==> src/logic/gces_pkg.sv <==
package gces_pkg;

    // ----
    // Register map (byte addresses)
    // ----
    localparam int          ADDR_W       = 8;
    localparam int          DATA_W       = 32;
    localparam logic [7:0]  OFS_HOLD     = 8'h00;
    localparam logic [7:0]  OFS_SRQ_MASK = 8'h04;
    localparam logic [7:0]  OFS_ERR      = 8'h08;
    localparam logic [7:0]  OFS_STAT     = 8'h0c;
    localparam logic [1:0]  RESP_OKAY    = 2'h0;
    localparam logic [1:0]  RESP_SLVERR  = 2'h2;

    // ----
    // Error status word bits
    // ----
    localparam int ERR_W        = 9;
    localparam int ERR_ILL_CMD  = 0;
    localparam int ERR_ILL_OPT  = 1;
    localparam int ERR_NO_REM   = 2;
    localparam int ERR_TRG_OVR  = 3;
    localparam int ERR_CAL_VAL  = 4;
    localparam int ERR_CAL_BAD  = 5;
    localparam int ERR_CAL_LOCK = 6;
    localparam int ERR_ZERO_CHECK_CALIBRATION_FAULT = 7;
    localparam int ERR_CONFLICT = 8;
    localparam logic [ERR_W-1:0] SRQ_MASK_RST = 9'h000;

    // ----
    // Status register fields
    // ----
    localparam int STAT_REMOTE = 0;
    localparam int STAT_TALK   = 1;
    localparam int STAT_LISTEN = 2;
    localparam int STAT_SRQ    = 3;
    localparam int STAT_LLO    = 4;
    localparam int STAT_BUSY   = 5;
    localparam int STAT_DISP   = 8;
    localparam int DISP_W      = 4;
    localparam logic [DISP_W-1:0] DISP_NONE = 4'h0;

    // ----
    // Command characters
    // ----
    localparam logic [7:0]  CHAR_TERM = 8'h58;
    localparam logic [7:0]  CHAR_A    = 8'h41;
    localparam logic [7:0]  CHAR_Z    = 8'h5a;
    localparam logic [7:0]  CHAR_0    = 8'h30;
    localparam logic [7:0]  CHAR_9    = 8'h39;
    localparam logic [7:0]  CHAR_CAL  = 8'h4c;
    localparam logic [7:0]  CHAR_SRC  = 8'h56;
    localparam logic [7:0]  CHAR_FILT = 8'h50;
    localparam logic [25:0] LETTER_OK = 26'h3fffeff;
    localparam logic [3:0]  OPT_MAX   = 4'h9;
    localparam logic [3:0]  OPT_MAX_F = 4'h4;

    // ----
    // Panel keys and timing
    // ----
    localparam int KEY_W     = 8;
    localparam int KEY_LOCAL = 0;
    localparam int HOLD_W    = 16;
    localparam int CLK_MHZ   = 10;
    localparam int HOLD_US   = 500;
    localparam int HOLD_CYC  = HOLD_US * CLK_MHZ;

    typedef struct packed {
        logic [7:0] letter;
        logic [3:0] option;
    } gces_cmd_s;

    typedef enum logic [2:0] {
        P_IDLE = 3'b001,
        P_OPT  = 3'b010,
        P_SKIP = 3'b100
    } gces_pars_e;

endpackage

==> src/logic/gces_top.sv <==
// Overview of operation
// - Unknown command letter raises illegal-command fault
// - After it, skip string through terminator
// - Out-of-range option raises illegal-option fault
// - After it, skip string through terminator
// - Terminator while local raises not-in-remote fault
// - Remote entered only when listen-addressed with REN
// - In remote, only local key works, but any key clears bad-cal display
// - Trigger while busy ignored, recorded, shown
// - Oversized calibration value raises magnitude fault
// - Bad cal constant kept old; shown until key
// - Guard locked: calibration ignored, fault shown
// - Source level over range ignored, fault shown
// - Enabled errors request service; word readable
// - Talker on MTA; idle on UNT/MLA/IFC
// - Listener on MLA; idle on UNL/MTA/IFC
// - Service lamp stays until poll byte read
// - Local key cancels remote, lamp, user message
// - Local lockout also disables local key
`timescale 1ns/100ps
`default_nettype none
module gces_top
    import gces_pkg::*;
#(
    parameter logic [gces_pkg::HOLD_W-1:0] HOLD_DEFAULT = gces_pkg::HOLD_W'(gces_pkg::HOLD_CYC)
) (
    // Clock and reset
    input  wire logic                          CLK_I,
    input  wire logic                          RST_I,
    // AXI4-Lite slave
    input  wire logic [gces_pkg::ADDR_W-1:0]   S_AXI_AWADDR,
    input  wire logic                          S_AXI_AWVALID,
    output logic                               S_AXI_AWREADY,
    input  wire logic [gces_pkg::DATA_W-1:0]   S_AXI_WDATA,
    input  wire logic [3:0]                    S_AXI_WSTRB,
    input  wire logic                          S_AXI_WVALID,
    output logic                               S_AXI_WREADY,
    output logic [1:0]                         S_AXI_BRESP,
    output logic                               S_AXI_BVALID,
    input  wire logic                          S_AXI_BREADY,
    input  wire logic [gces_pkg::ADDR_W-1:0]   S_AXI_ARADDR,
    input  wire logic                          S_AXI_ARVALID,
    output logic                               S_AXI_ARREADY,
    output logic [gces_pkg::DATA_W-1:0]        S_AXI_RDATA,
    output logic [1:0]                         S_AXI_RRESP,
    output logic                               S_AXI_RVALID,
    input  wire logic                          S_AXI_RREADY,
    // Bus pins (asynchronous)
    input  wire logic                          REN_I,
    input  wire logic                          IFC_I,
    // Decoded bus messages (one-cycle pulses)
    input  wire logic                          MTA_I,
    input  wire logic                          MLA_I,
    input  wire logic                          UNT_I,
    input  wire logic                          UNL_I,
    input  wire logic                          LLO_I,
    input  wire logic                          GTL_I,
    input  wire logic                          SPOLL_READ_I,
    input  wire logic                          TRIG_I,
    input  wire logic                          TRIG_DONE_I,
    // Received command characters
    input  wire logic                          CMD_VALID_I,
    input  wire logic [7:0]                    CMD_CHAR_I,
    // Instrument conditions
    input  wire logic                          CAL_OVER_I,
    input  wire logic                          ZERO_CHECK_I,
    input  wire logic                          SRC_OVER_I,
    input  wire logic                          CAL_DONE_I,
    input  wire logic                          CAL_BAD_I,
    // Panel pins (asynchronous)
    input  wire logic [gces_pkg::KEY_W-1:0]    KEYS_I,
    input  wire logic                          CAL_GUARD_I,
    // Command and action outputs
    output gces_pkg::gces_cmd_s                CMD_O,
    output logic                               CMD_VALID_O,
    output logic                               EXEC_O,
    output logic                               TRIG_GO_O,
    output logic                               READY_O,
    output logic                               CAL_COMMIT_O,
    output logic [gces_pkg::KEY_W-1:0]         KEY_PRESS_O,
    output logic                               USER_MSG_CLR_O,
    // Indicators
    output logic                               FAR_CONTROL_LAMP_O,
    output logic                               TALK_O,
    output logic                               LISTEN_INDICATOR_O,
    output logic                               SRQ_O,
    output logic [gces_pkg::DISP_W-1:0]        DISP_FAULT_O
);
    import gces_pkg::*;

    // ----
    // Pin synchronisers
    // ----
    localparam int SYN_W = KEY_W + 3;
    logic [SYN_W-1:0] syn_a;
    logic [SYN_W-1:0] syn_b;
    logic [KEY_W-1:0] key_q;

    always_ff @(posedge CLK_I or posedge RST_I) begin
        if (RST_I) begin
            syn_a <= '0;
            syn_b <= '0;
            key_q <= '0;
        end else begin
            syn_a <= {CAL_GUARD_I, IFC_I, REN_I, KEYS_I};
            syn_b <= syn_a;
            key_q <= syn_b[KEY_W-1:0];
        end
    end

    logic             ren_s;
    logic             ifc_s;
    logic             guard_s;
    logic [KEY_W-1:0] key_edge;
    logic             local_ok;

    assign ren_s    = syn_b[KEY_W];
    assign ifc_s    = syn_b[KEY_W+1];
    assign guard_s  = syn_b[KEY_W+2];
    assign key_edge = syn_b[KEY_W-1:0] & ~key_q;

    // ----
    // Remote, lockout, talker, listener
    // ----
    logic remote;
    logic llo;
    logic talk;
    logic listen;

    assign local_ok = key_edge[KEY_LOCAL] & ~llo;

    always_ff @(posedge CLK_I or posedge RST_I) begin
        if (RST_I) begin
            remote <= 1'b0;
        end else if (!ren_s || local_ok || GTL_I) begin
            remote <= 1'b0;
        end else if (MLA_I) begin
            remote <= 1'b1;
        end
    end

    always_ff @(posedge CLK_I or posedge RST_I) begin
        if (RST_I) begin
            llo <= 1'b0;
        end else if (!ren_s) begin
            llo <= 1'b0;
        end else if (LLO_I) begin
            llo <= 1'b1;
        end
    end

    always_ff @(posedge CLK_I or posedge RST_I) begin
        if (RST_I) begin
            talk <= 1'b0;
        end else if (UNT_I || MLA_I || ifc_s) begin
            talk <= 1'b0;
        end else if (MTA_I) begin
            talk <= 1'b1;
        end
    end

    always_ff @(posedge CLK_I or posedge RST_I) begin
        if (RST_I) begin
            listen <= 1'b0;
        end else if (UNL_I || MTA_I || ifc_s) begin
            listen <= 1'b0;
        end else if (MLA_I) begin
            listen <= 1'b1;
        end
    end

    // ----
    // Command string parser
    // ----
    gces_pars_e       pstate;
    gces_pars_e       next_pstate;
    logic [7:0]       cur_letter;
    logic [ERR_W-1:0] pars_ev;
    logic             try_emit;
    logic [3:0]       try_opt;
    logic             term_ok;
    logic             is_letter;
    logic             is_digit;
    logic [3:0]       digit;
    logic [4:0]       letter_idx;

    assign is_letter  = (CMD_CHAR_I >= CHAR_A) && (CMD_CHAR_I <= CHAR_Z);
    assign is_digit   = (CMD_CHAR_I >= CHAR_0) && (CMD_CHAR_I <= CHAR_9);
    assign digit      = 4'(CMD_CHAR_I - CHAR_0);
    assign letter_idx = 5'(CMD_CHAR_I - CHAR_A);

    always_comb begin
        next_pstate = pstate;
        pars_ev     = '0;
        try_emit    = 1'b0;
        try_opt     = 4'h0;
        term_ok     = 1'b0;
        if (CMD_VALID_I) begin
            unique case (pstate)
                P_IDLE: begin
                    if (CMD_CHAR_I == CHAR_TERM) begin
                        term_ok = 1'b1;
                    end else if (is_letter && LETTER_OK[letter_idx]) begin
                        next_pstate = P_OPT;
                    end else begin
                        pars_ev[ERR_ILL_CMD] = 1'b1;
                        next_pstate          = P_SKIP;
                    end
                end
                P_OPT: begin
                    if (CMD_CHAR_I == CHAR_TERM) begin
                        try_emit    = 1'b1;
                        term_ok     = 1'b1;
                        next_pstate = P_IDLE;
                    end else if (is_digit && digit <= ((cur_letter == CHAR_FILT) ?
                                 OPT_MAX_F : OPT_MAX)) begin
                        try_emit    = 1'b1;
                        try_opt     = digit;
                        next_pstate = P_IDLE;
                    end else begin
                        pars_ev[ERR_ILL_OPT] = 1'b1;
                        next_pstate          = P_SKIP;
                    end
                end
                P_SKIP: begin
                    if (CMD_CHAR_I == CHAR_TERM) begin
                        next_pstate = P_IDLE;
                    end
                end
            endcase
        end
        if (term_ok && !remote) begin
            pars_ev[ERR_NO_REM] = 1'b1;
        end
    end

    always_ff @(posedge CLK_I or posedge RST_I) begin
        if (RST_I) begin
            pstate     <= P_IDLE;
            cur_letter <= 8'h00;
        end else begin
            pstate <= next_pstate;
            if (pstate == P_IDLE && next_pstate == P_OPT) begin
                cur_letter <= CMD_CHAR_I;
            end
        end
    end

    // ----
    // Calibration and source checks
    // ----
    logic [ERR_W-1:0] chk_ev;
    logic             emit;

    always_comb begin
        chk_ev = '0;
        emit   = 1'b0;
        if (try_emit) begin
            if (cur_letter == CHAR_CAL) begin
                if (guard_s) begin
                    chk_ev[ERR_CAL_LOCK] = 1'b1;
                end else if (ZERO_CHECK_I) begin
                    chk_ev[ERR_ZERO_CHECK_CALIBRATION_FAULT] = 1'b1;
                end else if (CAL_OVER_I) begin
                    chk_ev[ERR_CAL_VAL] = 1'b1;
                end else begin
                    emit = 1'b1;
                end
            end else if (cur_letter == CHAR_SRC && SRC_OVER_I) begin
                chk_ev[ERR_CONFLICT] = 1'b1;
            end else begin
                emit = 1'b1;
            end
        end
    end

    always_ff @(posedge CLK_I or posedge RST_I) begin
        if (RST_I) begin
            CMD_O       <= '0;
            CMD_VALID_O <= 1'b0;
            EXEC_O      <= 1'b0;
        end else begin
            CMD_VALID_O <= emit & remote;
            EXEC_O      <= term_ok & remote;
            if (emit) begin
                CMD_O <= '{letter: cur_letter, option: try_opt};
            end
        end
    end

    // ----
    // Trigger and calibration result
    // ----
    logic busy;
    logic trg_ovr;

    assign trg_ovr = TRIG_I & busy;

    always_ff @(posedge CLK_I or posedge RST_I) begin
        if (RST_I) begin
            busy         <= 1'b0;
            TRIG_GO_O    <= 1'b0;
            CAL_COMMIT_O <= 1'b0;
        end else begin
            TRIG_GO_O    <= TRIG_I & ~busy;
            CAL_COMMIT_O <= CAL_DONE_I & ~CAL_BAD_I;
            if (TRIG_I && !busy) begin
                busy <= 1'b1;
            end else if (TRIG_DONE_I) begin
                busy <= 1'b0;
            end
        end
    end

    assign READY_O = ~busy;

    // ----
    // Error word, service request
    // ----
    logic [ERR_W-1:0]  fault_ev;
    logic [ERR_W-1:0]  err_word;
    logic [ERR_W-1:0]  err_clr;
    logic [ERR_W-1:0]  srq_mask;
    logic [HOLD_W-1:0] hold_len;
    logic              srq;

    always_comb begin
        fault_ev              = pars_ev | chk_ev;
        fault_ev[ERR_TRG_OVR] = trg_ovr;
        fault_ev[ERR_CAL_BAD] = CAL_DONE_I & CAL_BAD_I;
    end

    always_ff @(posedge CLK_I or posedge RST_I) begin
        if (RST_I) begin
            err_word <= '0;
        end else begin
            err_word <= (err_word & ~err_clr) | fault_ev;
        end
    end

    always_ff @(posedge CLK_I or posedge RST_I) begin
        if (RST_I) begin
            srq <= 1'b0;
        end else if (|(fault_ev & srq_mask)) begin
            srq <= 1'b1;
        end else if (SPOLL_READ_I) begin
            srq <= 1'b0;
        end
    end

    // ----
    // Fault display
    // ----
    logic [DISP_W-1:0] disp;
    logic [DISP_W-1:0] next_disp;
    logic [HOLD_W-1:0] hold_cnt;

    always_comb begin
        next_disp = DISP_NONE;
        for (int i = 0; i < ERR_W; i++) begin
            if (fault_ev[i]) begin
                next_disp = DISP_W'(i + 1);
            end
        end
    end

    always_ff @(posedge CLK_I or posedge RST_I) begin
        if (RST_I) begin
            disp     <= DISP_NONE;
            hold_cnt <= '0;
        end else if (next_disp != DISP_NONE) begin
            disp     <= next_disp;
            hold_cnt <= (hold_len == '0) ? HOLD_W'(1) : hold_len;
        end else if (disp == DISP_W'(ERR_CAL_BAD + 1)) begin
            if (|key_edge) begin
                disp <= DISP_NONE;
            end
        end else if (hold_cnt != '0) begin
            hold_cnt <= hold_cnt - HOLD_W'(1);
            if (hold_cnt == HOLD_W'(1)) begin
                disp <= DISP_NONE;
            end
        end
    end

    // ----
    // Panel key forwarding
    // ----
    always_ff @(posedge CLK_I or posedge RST_I) begin
        if (RST_I) begin
            KEY_PRESS_O    <= '0;
            USER_MSG_CLR_O <= 1'b0;
        end else begin
            KEY_PRESS_O    <= remote ? '0 : key_edge;
            USER_MSG_CLR_O <= local_ok & remote;
        end
    end

    // ----
    // AXI4-Lite slave
    // ----
    logic        wr_take;
    logic        wr_hit;
    logic        rd_hit;
    logic [31:0] rd_val;

    assign wr_take       = S_AXI_AWVALID & S_AXI_WVALID & ~S_AXI_BVALID;
    assign S_AXI_AWREADY = wr_take;
    assign S_AXI_WREADY  = wr_take;
    assign S_AXI_ARREADY = ~S_AXI_RVALID;
    assign wr_hit        = (S_AXI_AWADDR == OFS_HOLD) || (S_AXI_AWADDR == OFS_SRQ_MASK) ||
                           (S_AXI_AWADDR == OFS_ERR) || (S_AXI_AWADDR == OFS_STAT);
    assign rd_hit        = (S_AXI_ARADDR == OFS_HOLD) || (S_AXI_ARADDR == OFS_SRQ_MASK) ||
                           (S_AXI_ARADDR == OFS_ERR) || (S_AXI_ARADDR == OFS_STAT);

    always_comb begin
        err_clr = '0;
        if (wr_take && S_AXI_AWADDR == OFS_ERR) begin
            err_clr = S_AXI_WDATA[ERR_W-1:0] & {{(ERR_W-8){S_AXI_WSTRB[1]}}, {8{S_AXI_WSTRB[0]}}};
        end
    end

    always_comb begin
        rd_val = 32'h0000_0000;
        unique case (S_AXI_ARADDR)
            OFS_HOLD:     rd_val[HOLD_W-1:0] = hold_len;
            OFS_SRQ_MASK: rd_val[ERR_W-1:0]  = srq_mask;
            OFS_ERR:      rd_val[ERR_W-1:0]  = err_word;
            OFS_STAT: begin
                rd_val[STAT_REMOTE]                = remote;
                rd_val[STAT_TALK]                  = talk;
                rd_val[STAT_LISTEN]                = listen;
                rd_val[STAT_SRQ]                   = srq;
                rd_val[STAT_LLO]                   = llo;
                rd_val[STAT_BUSY]                  = busy;
                rd_val[STAT_DISP +: DISP_W]        = disp;
            end
            default:      rd_val = 32'h0000_0000;
        endcase
    end

    always_ff @(posedge CLK_I or posedge RST_I) begin
        if (RST_I) begin
            hold_len <= HOLD_W'(0);
            srq_mask <= SRQ_MASK_RST;
        end else if (wr_take) begin
            if (S_AXI_AWADDR == OFS_HOLD) begin
                if (S_AXI_WSTRB[0]) begin
                    hold_len[7:0] <= S_AXI_WDATA[7:0];
                end
                if (S_AXI_WSTRB[1]) begin
                    hold_len[15:8] <= S_AXI_WDATA[15:8];
                end
            end
            if (S_AXI_AWADDR == OFS_SRQ_MASK) begin
                if (S_AXI_WSTRB[0]) begin
                    srq_mask[7:0] <= S_AXI_WDATA[7:0];
                end
                if (S_AXI_WSTRB[1]) begin
                    srq_mask[8] <= S_AXI_WDATA[8];
                end
            end
        end
    end

    always_ff @(posedge CLK_I or posedge RST_I) begin
        if (RST_I) begin
            S_AXI_BVALID <= 1'b0;
            S_AXI_BRESP  <= RESP_OKAY;
        end else if (wr_take) begin
            S_AXI_BVALID <= 1'b1;
            S_AXI_BRESP  <= wr_hit ? RESP_OKAY : RESP_SLVERR;
        end else if (S_AXI_BREADY) begin
            S_AXI_BVALID <= 1'b0;
        end
    end

    always_ff @(posedge CLK_I or posedge RST_I) begin
        if (RST_I) begin
            S_AXI_RVALID <= 1'b0;
            S_AXI_RDATA  <= 32'h0000_0000;
            S_AXI_RRESP  <= RESP_OKAY;
        end else if (S_AXI_ARVALID && !S_AXI_RVALID) begin
            S_AXI_RVALID <= 1'b1;
            S_AXI_RDATA  <= rd_val;
            S_AXI_RRESP  <= rd_hit ? RESP_OKAY : RESP_SLVERR;
        end else if (S_AXI_RREADY) begin
            S_AXI_RVALID <= 1'b0;
        end
    end

    // ----
    // Indicators
    // ----
    assign FAR_CONTROL_LAMP_O = remote;
    assign TALK_O             = talk;
    assign LISTEN_INDICATOR_O = listen;
    assign SRQ_O              = srq;
    assign DISP_FAULT_O       = disp;

endmodule
`default_nettype wire

==> config.mk <==
export PLATFORM = sky130hd
export DESIGN_NAME = gces_top
export DESIGN_NICKNAME = d
export VERILOG_FILES = /design/src/logic/gces_pkg.sv /design/src/logic/gces_top.sv
export SDC_FILE = /design/constraint.sdc
export NUM_CORES = 1
export LEC_CHECK = 0
export BUFFER_PORTS_ARGS = -buffer_cell sky130_fd_sc_hd__buf_2
export CAP_MARGIN = 20
export CORE_MARGIN = 5
export CORE_UTILIZATION = 40
export DETAILED_ROUTE_END_ITERATION = 16
export PLACE_DENSITY_LB_ADDON = 0.05
export SYNTH_ARGS = -nofsm -noshare
export SYNTH_HDL_FRONTEND = slang
export SYNTH_SLANG_ARGS = --single-unit
==> constraint.sdc <==
create_clock -name CLK_I -period 9 [get_ports CLK_I]
set_input_delay 0.9 -clock CLK_I [delete_from_list [all_inputs] [get_ports CLK_I]]
set_output_delay 0.9 -clock CLK_I [all_outputs]
set_load 0.005 [all_outputs]
==> flow_summary.toml <==
[timing]
tns_ns = 0
max_freq_mhz = 255
fin_crit_sh = 0.436
skew_ns = 0.0105
slew_viol_final = 0
worst_slew_pin_slew_ns = 1.03
finalCriticalPeriod_ns = 3.92
maxSlewHeadroom = 0.312
setup_viol = 0
hold_viol = 0
rsz0062_at_grt = "no"

[power_and_ir_drop]
p_sw_uw = 521
power.share.combinational = 0.170
leakage_nw = 4.02
clkPwrFrac = 0.398
switching_share = 0.302
design_power_total_mw = 1.73
ir_drop_mv = 0.134
p_per_area_nw_per_um2 = 217
p_int_mw = 1.21
seq_power_share = 0.432

[synthesis]
synth_top_area_frac = 0.552
async_reset_ff_frac = 1.00
synth_top_cell_by_area = "dfrtp_1"
netlist_area_um2 = 6570
yosys-top-cells-area = "dfrtp_1, mux2_2, mux2_1"
yosys_register_bits = 146
ys_seq_area_frac = 0.556
synth_edf_count = 0
yosys_warnings = 0
synthFlopType = "dfrtp_1"
syn_avg_cell_area_um2 = 11.7
netlist_instances = 562
ys_types = 70

[detailed_routing]
viasPerCell = 5.13
drt_pre_antenna_iters = 4
drtAntennaViolNets = 0
drt_iter0_markers = 201
routedWlPerCell_um = 17.6
vias = 4758
route.final.wire_length_um = 16300
drcViolationCount = 0

[cts]
htreeDepth = 4
holdBufCountCts = 0
clk_pin_slew_ns = 0.07
clockBufferDepth = 2
root_buffer = "clkbuf_16"
cts_buffers = 17
post_cts_buffers = 0
post_cts_resized = 0
clock_latency_ns = 0.42
tritoncts = "yes"
clock_sinks = 146

[placed_design]
port_buffers = 131
routabilityCongestion = 0.844
hpwl_um = 12000

[finish]
fill_cells = 1508
final_cell_mix = "dfrtp_1, buf_2, nor2_1, nand2_1, mux2_2"
fin_nets = 796
drive_gt1_frac = 0.308
diodes = 0
final_common_cell = "dfrtp_1"
area_growth_pct = 21.1

[die]
row_count = 46
start_util = 0.410
die_y_um = 138
fp.dieArea_um2 = 19100
core-area_um2 = 16000
fp.dieW_um = 138
ios = 168

[flow_run]
maxCapViolations = 0

[worst_setup_path]
crit_arrival_ns = 4.22
reg2reg_slack_ns = 5.08
cp-end-kind = "flop"
crit_fanout = 18
critPathKind = "reg -> reg"
worstSetupStartpointType = "flop"
crit_required_ns = 9.30

[global_route]
grt.overflow.total = 0
grt_max_degree = 84
grt_pass1_wl_um = 26900
grtUsageTotal = 0.174
grt_pass1_vias = 4935
antenna_found_initial = 0

[worst_hold_path]
hold_class = "reg -> reg"

[outcome]
status = "finished clean"
[worst paths after layout]
path | depth (start not counted) | end | startpoint
setup / recovery | 10 | hold_cnt[11]$_DFFE_PP0P_ | cur_letter[0]$_DFFE_PP0P_
hold / removal | 0 | syn_b[9]$_DFF_PP0_ | syn_a[9]$_DFF_PP0_
setup reg to reg | 10 | hold_cnt[11]$_DFFE_PP0P_ | cur_letter[0]$_DFFE_PP0P_
hold reg to reg | 0 | syn_b[9]$_DFF_PP0_ | syn_a[9]$_DFF_PP0_
max in group asynchronous | 3 | EXEC_O$_DFF_PP0_ | RST_I
min in group asynchronous | 2 | KEY_PRESS_O[6]$_DFF_PP0_ | RST_I
[cell type report]
class	count	area (µm²)	area share
sequential	146	3650	0.459
multi-input combinational	378	2690	0.338
timing repair buffer	134	676	0.0849
clock buffer	17	425	0.0535
tap	216	270	0.0340
clock inverter	15	154	0.0193
inverter	21	83.8	0.0105
[synthesized netlist by cell type, types with 6 or more instances]
cell type / n
nand2b_1: 12
nor2_1: 41
nand3_1: 15
and2_1: 6
a22o_1: 8
clkbuf_1: 8
and3_1: 8
a21oi_1: 13
dfrtp_1: 145
inv_1: 21
nor3_1: 15
buf_4: 19
mux2_1: 16
a21o_1: 7
xor2_1: 12
mux2_2: 35
nor2b_1: 9
o21ai_0: 9
nand2_1: 41
nor4_1: 10
o21ai_1: 8
[per-stage QoR]
step,setup WS (ns),utilization,std cells,hold slack (ns),area [µm²]
6_report,5.08,0.497,927,0.350,7960
5_1_grt,4.73,0.497,927,0.358,7960
4_1_cts,5.12,0.497,926,0.353,7950
3_5_place_dp,4.84,0.461,894,0.335,7370
3_3_place_gp,4.93,0.461,894,0.331,7370
2_1_floorplan,4.18,-,579,0.331,6630
[routing by layer]
| metal | global-route usage | vias up | share of wire |
|---|---|---|---|
| met5 | 0 | - | 0 |
| met4 | 0.0577 | 0 | 0.011 |
| met3 | 0.0441 | 15 | 0.052 |
| met2 | 0.271 | 135 | 0.47 |
| met1 | 0.240 | 2327 | 0.46 |
| li1 | - | 2281 | - |
[state kept, by name (all words and copies together) (netlist names), 3 cells and up]
signal	flops
S_AXI_RDATA	16
hold_cnt	16
hold_len	16
CMD_O	12
syn_a	11
syn_b	11
err_word	9
srq_mask	9
KEY_PRESS_O	8
cur_letter	8
key_q	8
DISP_FAULT_O	4
pstate	3
[power by group through the flow]
stage,Combinational (mW),Clock (mW),Sequential (mW)
6_report,0.294,0.688,0.746
3_5_place_dp,0.294,0,0.758
2_1_floorplan,0.223,0,0.747
4_1_cts,0.297,0.707,0.746
5_1_grt,0.326,0.736,0.752
3_3_place_gp,0.286,0,0.755
[critical path, cell delays in order, from the launching register on]
cell,delay (ns)
dfrtp_1,0.41
nor4b_2,0.53
nand3b_1,0.16
or3_1,0.39
ha_1,0.32
a211oi_1,0.20
o21ai_1,0.09
buf_4,0.19
a31oi_1,0.23
and3_1,0.85
mux2_2,0.42
[logic make-up (layout without fill, tap and decap cells)]
family | count (synthesis) | count (layout) | share of synthesized area
AOI/OAI and AO/OA | 93 | 93 | 0.107
xor gates and xnor gates | 15 | 15 | 0.0200
adders and majority gates | 5 | 5 | 0.00953
buffers and inverters | 55 | 187 | 0.0444
DFF | 146 | 146 | 0.556
muxes | 61 | 61 | 0.113
other | 1 | 18 | 0.000571
and+or+nand+nor | 186 | 186 | 0.149
No activity file was read; power rests on OpenSTA's default activity.
